File: src/adc_sck_out_map.vh
`ifndef ADC_SCK_OUT_MAP_VH
`define ADC_SCK_OUT_MAP_VH

// ----------------------------------------------------------------
// Clock and timing
// ----------------------------------------------------------------
`define CLK_PERIOD_NS     40
`define POR_TIME_NS       500000
// End of power-up interval: 500 us at 40 ns per cycle
`define POR_CYCLES        24'h00_30d4
// Internal serial clock half period in system clocks
`define SCK_HALF_CYCLES   8'h04

// ----------------------------------------------------------------
// Frame layout
// ----------------------------------------------------------------
`define FRAME_BITS        32
`define FRAME_MSB         31
`define RESULT_BITS       31
`define DONE_FLAG_BIT     31

// ----------------------------------------------------------------
// Reset values
// ----------------------------------------------------------------
`define RST_SCK           1'b0
`define RST_SDO           1'b1
`define RST_SHIFT         32'h0000_0000

`endif

File: src/adc_sck_out.v
// Functional notes
// - Power-up interval ends after about 0.5ms; SCK level then picks mode
// - Weak SCK pull-up in power-up; undriven SCK selects internal mode
// - SCK held low at selection picks external clock mode instead
// - While converting, SCK and SDO are both held high
// - Conversion done drives SCK and SDO low, then device sleeps
// - Sleep lasts at least half an SCK period, then frame starts
// - Frame starts at first SCK rise and ends after the 32nd rise
// - SDO changes on each SCK falling edge during the frame
// - Internal serial clock is driven out on the SCK pin
// - After 32nd rise SDO goes high and SCK stays high while converting
// - In autostart, weak pull-up holds chip select high while converting
// - In autostart, done starts sleep and chip select current sink
// - In autostart, chip select below threshold starts the output frame
// - Autostart: after 32nd rise, chip select pulled high, new conversion
// - Crossing keeps internal mode if SCK reads high, picks external if low; SCK pull-up during discharge
// - Done flag falling loads result into static shift register
`timescale 1ns/1ns
`default_nettype none
`include "adc_sck_out_map.vh"

module adc_sck_out #(
  parameter [23:0] POR_CYCLES = `POR_CYCLES,
  parameter [7:0]  SCK_HALF   = `SCK_HALF_CYCLES
) (
  input  wire                    clk,
  input  wire                    rst,
  input  wire                    ce,
  input  wire                    sck_i,
  output reg                     sck_o,
  output reg                     sck_oe,
  output reg                     sck_pullup_en,
  output reg                     sdo_o,
  input  wire                    cs_low_i,
  output reg                     cs_pullup_en,
  output reg                     cs_sink_en,
  output reg                     conv_start,
  input  wire                    conv_done,
  input  wire [`RESULT_BITS-1:0] conv_word,
  output reg                     ext_mode,
  output reg                     frame_busy
);

  // ----------------------------------------------------------------
  // States
  // ----------------------------------------------------------------
  localparam [4:0] ST_POR   = 5'b00001;
  localparam [4:0] ST_CONV  = 5'b00010;
  localparam [4:0] ST_SLEEP = 5'b00100;
  localparam [4:0] ST_SHIFT = 5'b01000;
  localparam [4:0] ST_EXT   = 5'b10000;

  localparam [5:0] LAST_RISE = 6'd`FRAME_MSB;

  // ----------------------------------------------------------------
  // Pin synchronisers
  // ----------------------------------------------------------------
  reg sck_m_q;
  reg sck_s_q;
  reg cs_m_q;
  reg cs_s_q;

  // Idle levels after reset match the pins, so no false edge follows
  always @(posedge clk) begin
    if (rst) begin
      sck_m_q <= 1'b1;
      sck_s_q <= 1'b1;
      cs_m_q  <= 1'b0;
      cs_s_q  <= 1'b0;
    end else if (ce) begin
      sck_m_q <= sck_i;
      sck_s_q <= sck_m_q;
      cs_m_q  <= cs_low_i;
      cs_s_q  <= cs_m_q;
    end
  end

  // ----------------------------------------------------------------
  // Sequencer
  // ----------------------------------------------------------------
  reg [4:0]            state_q;
  reg [4:0]            state_d;
  reg [23:0]           por_cnt_q;
  reg [7:0]            tmr_q;
  reg [5:0]            rise_cnt_q;
  reg [`FRAME_BITS-1:0] shift_q;
  reg                  cs_was_hi_q;

  wire half_done;
  wire por_done;

  assign half_done = (tmr_q == SCK_HALF - 8'd1);
  assign por_done  = (por_cnt_q == POR_CYCLES - 24'd1);

  // ----------------------------------------------------------------
  // Shared decoding
  // ----------------------------------------------------------------
  // Chip select crossed while SCK reads low: internal mode is lost
  function mode_lost;
    input cs_low;
    input was_hi;
    input sck_hi;
    begin
      mode_lost = cs_low & was_hi & ~sck_hi;
    end
  endfunction

  // Chip select below threshold and minimum sleep served
  function frame_go;
    input cs_low;
    input half;
    begin
      frame_go = cs_low & half;
    end
  endfunction

  // Low half before the 32nd rise has run out
  function frame_last;
    input       half;
    input       sck_hi;
    input [5:0] rises;
    begin
      frame_last = half & ~sck_hi & (rises == LAST_RISE);
    end
  endfunction

  // Half-period timer step
  function [7:0] tmr_step;
    input [7:0] t;
    begin
      tmr_step = t + 8'h01;
    end
  endfunction

  // ----------------------------------------------------------------
  // Next state
  // ----------------------------------------------------------------
  always @* begin
    state_d = state_q;
    case (state_q)
      ST_POR: begin
        if (por_done) begin
          if (sck_s_q) begin
            state_d = ST_CONV;
          end else begin
            state_d = ST_EXT;
          end
        end
      end
      ST_CONV: begin
        if (conv_done) begin
          state_d = ST_SLEEP;
        end
      end
      ST_SLEEP: begin
        if (mode_lost(cs_s_q, cs_was_hi_q, sck_s_q)) begin
          state_d = ST_EXT;
        end else if (frame_go(cs_s_q, half_done)) begin
          state_d = ST_SHIFT;
        end
      end
      ST_SHIFT: begin
        if (frame_last(half_done, sck_o, rise_cnt_q)) begin
          state_d = ST_CONV;
        end
      end
      ST_EXT: begin
        state_d = ST_EXT;
      end
      default: begin
        state_d = ST_POR;
      end
    endcase
  end

  // ----------------------------------------------------------------
  // Registers and pin drive
  // ----------------------------------------------------------------
  always @(posedge clk) begin
    if (rst) begin
      state_q       <= ST_POR;
      por_cnt_q     <= 24'd0;
      tmr_q         <= 8'd0;
      rise_cnt_q    <= 6'd0;
      shift_q       <= `RST_SHIFT;
      cs_was_hi_q   <= 1'b0;
      sck_o         <= `RST_SCK;
      sck_oe        <= 1'b0;
      sck_pullup_en <= 1'b1;
      sdo_o         <= `RST_SDO;
      cs_pullup_en  <= 1'b0;
      cs_sink_en    <= 1'b0;
      conv_start    <= 1'b0;
      ext_mode      <= 1'b0;
      frame_busy    <= 1'b0;
    end else if (ce) begin
      state_q    <= state_d;
      conv_start <= 1'b0;
      case (state_q)
        ST_POR: begin
          // Weak pull-up on SCK while the power-up interval runs
          sck_oe        <= 1'b0;
          sck_pullup_en <= 1'b1;
          por_cnt_q     <= por_cnt_q + 24'd1;
          if (por_done) begin
            if (sck_s_q) begin
              sck_o         <= 1'b1;
              sck_oe        <= 1'b1;
              sck_pullup_en <= 1'b0;
              sdo_o         <= 1'b1;
              cs_pullup_en  <= 1'b1;
              conv_start    <= 1'b1;
            end else begin
              sck_pullup_en <= 1'b0;
              ext_mode      <= 1'b1;
            end
          end
        end
        ST_CONV: begin
          sck_o        <= 1'b1;
          sck_oe       <= 1'b1;
          sdo_o        <= 1'b1;
          cs_pullup_en <= 1'b1;
          cs_sink_en   <= 1'b0;
          tmr_q        <= 8'd0;
          cs_was_hi_q  <= 1'b0;
          if (conv_done) begin
            shift_q      <= {1'b0, conv_word};
            sck_o        <= 1'b0;
            sdo_o        <= 1'b0;
            cs_pullup_en <= 1'b0;
            cs_sink_en   <= 1'b1;
          end
        end
        ST_SLEEP: begin
          // Drive SCK low if chip select is low, else let the pull-up hold
          sck_oe        <= cs_s_q;
          sck_pullup_en <= ~cs_s_q;
          if (!cs_s_q) begin
            cs_was_hi_q <= 1'b1;
          end else begin
            // Only the first cycle below threshold re-selects the mode
            cs_was_hi_q <= 1'b0;
          end
          if (!half_done) begin
            tmr_q <= tmr_step(tmr_q);
          end
          if (mode_lost(cs_s_q, cs_was_hi_q, sck_s_q)) begin
            sck_oe        <= 1'b0;
            sck_pullup_en <= 1'b0;
            cs_sink_en    <= 1'b0;
            ext_mode      <= 1'b1;
          end else if (frame_go(cs_s_q, half_done)) begin
            tmr_q         <= 8'd0;
            rise_cnt_q    <= 6'd0;
            sck_oe        <= 1'b1;
            sck_pullup_en <= 1'b0;
            cs_sink_en    <= 1'b0;
            frame_busy    <= 1'b1;
          end
        end
        ST_SHIFT: begin
          if (half_done) begin
            tmr_q <= 8'd0;
            if (!sck_o) begin
              sck_o      <= 1'b1;
              rise_cnt_q <= rise_cnt_q + 6'd1;
              if (frame_last(half_done, sck_o, rise_cnt_q)) begin
                // SDO rises with the last SCK rise; latch on the rise
                sdo_o        <= 1'b1;
                cs_pullup_en <= 1'b1;
                conv_start   <= 1'b1;
                frame_busy   <= 1'b0;
              end
            end else begin
              sck_o   <= 1'b0;
              sdo_o   <= shift_q[`FRAME_MSB-1];
              shift_q <= {shift_q[`FRAME_MSB-1:0], 1'b0};
            end
          end else begin
            tmr_q <= tmr_step(tmr_q);
          end
        end
        ST_EXT: begin
          // External clock modes are outside this block; stay idle
          sck_oe        <= 1'b0;
          sck_pullup_en <= 1'b0;
          ext_mode      <= 1'b1;
          frame_busy    <= 1'b0;
        end
        default: begin
          sck_oe <= 1'b0;
        end
      endcase
    end
  end

endmodule

`default_nettype wire

File: config.mk
export PLATFORM = sky130hd
export DESIGN_NAME = adc_sck_out
export DESIGN_NICKNAME = d
export VERILOG_FILES = /design/src/adc_sck_out.v
export VERILOG_INCLUDE_DIRS = /design/src
export SDC_FILE = /design/constraint.sdc
export NUM_CORES = 1
export LEC_CHECK = 0
export ABC_CLOCK_PERIOD_IN_PS = 2500
export BUFFER_PORTS_ARGS = -buffer_cell sky130_fd_sc_hd__buf_4
export CAP_MARGIN = 10
export CORE_MARGIN = 8
export CORE_UTILIZATION = 42
export DETAILED_ROUTE_END_ITERATION = 16
export GPL_ROUTABILITY_DRIVEN = 0
export GPL_TIMING_DRIVEN = 0
export HOLD_SLACK_MARGIN = 0.06
export PLACE_DENSITY_LB_ADDON = 0.15
export SYNTH_ARGS = -nofsm -noshare
export SYNTH_HDL_FRONTEND = slang
export SYNTH_SLANG_ARGS = --single-unit
File: constraint.sdc
create_clock -name clk -period 2.5 [get_ports clk]
set_input_delay 0.375 -clock clk [delete_from_list [all_inputs] [get_ports clk]]
set_output_delay 0.375 -clock clk [all_outputs]
set_load 0.01 [all_outputs]
==> out/qor.yml <==
status: "completed"
numCtsBuffers: 9
clock_latency_ns: 0.36
yosysTopAreaCell: "dfxtp_1"
portBuffers: 44
clockBufferDepth: 2
setup_tns_ns: 0
total_power_mw: 2.56
overflow: 0
end_kind: "register"
synthArstFlopShare_pct: 0
row_count: 37
finalInstanceArea_um2: 5130
initial_core_util_pct: 42.7
drcViolationCount: 0
cts-root-buf: "clkbuf_8"
required_ns: 2.77
worst_pin_slew_ns: 0.689
finalCriticalPeriod_ns: 2.38
synth-edff-count: 0
grt_start_max_net_pins: 15
p_leak_nw: 1.76
dr.pass1.iters: 5
cp_max_fo: 7
final_core_util_pct: 50.1
die_width_um: 118
core_um2: 10200
p_per_area_nw_per_um2: 500
synthDistinctLibCells: 57
drt-total-wl_mm: 11.7
cts_tree: "yes"
die_y_um: 118
yosys_warnings: 0
grt_pass1_wl_mm: 19.7
crit_arrival_ns: 2.65
hold_ws_ns: 0.234
peakVddDrop_v: 0.000235
hold_violations: 0
max_stage_delay_ns: 0.51
hold_path_class: "primary input to register"
vias_per_cell: 5.69
nets: 630
dieArea_um2: 13900
grt_pass1_vias: 4087
antenna_found_initial: 0
syn_inst: 533
pin_count: 46
skew_ns: 0.00744
post-dp-hpwl_mm: 8.55
vias: 4155
startpoint_type: "register"
synth_seq_cells: 88
crit_chain: "ha_2 > or4b_4 > nor2_4 > inv_1 > ha_1 > a311oi_1 > a211oi_1 > a211oi_1"
setup_viol: 0
slew_headroom_pct: 54.1
cts_max_level: 3
crit_path_frequent_cell: "a211oi_1"
drtIter0Drc: 336
ys_seq_area_share_pct: 40.3
drv_slew: 0
ctsHoldBuffers: 0
synthTopCellsByArea: "dfxtp_1, nand2_1, a311oi_1"
syn-num-nets: 574
netlist.area_leader.share_pct: 40.3
n_antenna_cell: 0
clock-sinks: 88
fillerInstances: 1036
syn_area_um2: 4370
final_layout_size_suffix_gt1_share_pct: 15.8
wire_per_inst_um: 16.0
cpMaxStageDelayCell: "or4b_4"
fmax_mhz: 421
groute.usage.overall_pct: 16.8
antenna_left: 0
max_cap_viol_count: 0
ys.flop_type: "dfxtp_1"
syn2layout_area_growth_pct: 17.3
place_area_um2: 4870
synth_area_per_cell_um2: 8.20
criticalPathCategory: "register to register"
period_share_pct: 95.1
clk_pin_slew_ns: 0.08
[final cells by class]
class	instances	area, um^2	area share, %
plain buffers	37	173	3.37
clock buffers	11	141	2.76
clock inverters	5	56.3	1.10
inverters	17	63.8	1.24
multi-input cells	390	2410	47.1
flip-flops and latches	88	1760	34.4
well taps	136	170	3.32
repair buffers	46	345	6.74
[cell families after synthesis]
kind of cell | after synthesis | share of synthesized area [%]
AO/OA/AOI/OAI | 131 | 20.4
AND/OR/NAND/NOR | 219 | 25.6
XOR/XNOR | 29 | 5.81
adder cells (fa/ha/maj) | 4 | 1.15
buffers and inverters | 55 | 5.07
multiplexers | 7 | 1.60
flip-flops | 88 | 40.3
[where the power goes]
part           total [mW]  switching [mW]  internal [mW]
combinational       0.148          0.0828         0.0647
clock               0.997           0.510          0.488
sequential           1.42         0.00626           1.41
[cells in the mapped netlist (all sizes together) (3+ instances only)]
cell	instances
nor4	15
and3	4
and2	6
clkbuf	21
buf	17
and4	3
nand3	12
inv	17
o31ai	3
dfxtp	88
xnor2	19
a21oi	49
nand2	86
nor3	16
or3	9
nor3b	3
nor2	41
a311oi	36
ha	4
o21ai	18
a211oi	4
xor2	10
nand2b	4
nand4	11
mux2i	7
[repair_timing]
action,in CTS,in global routing
gates cloned,0,0
gates resized for setup,0,19
pin swaps,0,5
setup buffers,0,2
endpoints found under the setup margin,4,36
[metal layers]
metal	track usage, %	part of all wire, %
met5	0	0
met2	26.3	46
met3	3.98	6.3
met1	21.2	46
met4	8.49	2.0
[path summary, 6_finish.rpt]
path | start | to | slack, ns | depth (start not counted)
hold reg to reg | frame_busy | frame_busy | 0.47 | 2
setup reg to reg | tmr_q[1] | tmr_q[0] | 0.12 | 8
setup / recovery | tmr_q[1] | tmr_q[0] | 0.12 | 8
hold / removal | sck_i | sck_m_q | 0.23 | 3
[worst max-delay path, delay by kind of cell, from the launching register on]
family | cells | cell delay [ns]
simple gates | 2 | 0.70
compound gates | 3 | 0.53
fa+ha+maj | 2 | 0.52
flops | 1 | 0.39
buf+inv | 1 | 0.14
[flip-flops by register name (all words and copies together) (netlist names), 5 cells and up]
signal      count
por_cnt_q      24
rise_cnt_q      6
shift_q        31
state_q         5
tmr_q           8
[layout by cell type, fill, tap and decap left out, drive strengths merged, types with 2 or more instances in the layout]
cell type   n
and4        3
o211ai      2
a311oi     36
and2        6
nor2       41
o21a        2
a41oi       2
o32ai       2
or4b        2
clkinv      3
nand3      12
xor2       10
a211oi      4
inv        17
or3         9
o21ai      18
a221oi      2
nor4       15
dfxtp      88
ha          4
nor4b       2
nand2      86
xnor2      19
nor3b       3
buf        59
nor3       16
nand2b      4
nand4      11
a21oi      49
o31ai       3
mux2i       7
and3        4
a41o        2
clkbuf     35
or4         2
o22ai       2
[through the flow]
| step | instances | setup slack (ns) |
|---|---|---|
| final | 730 | 0.123 |
| after global routing | 730 | -0.0376 |
| after CTS | 729 | -0.00426 |
| after detailed placement | 713 | 0.0130 |
| after global placement | 713 | 0.0203 |
| after floorplan | 533 | 0.287 |
(Power assumes the default switching activity.)
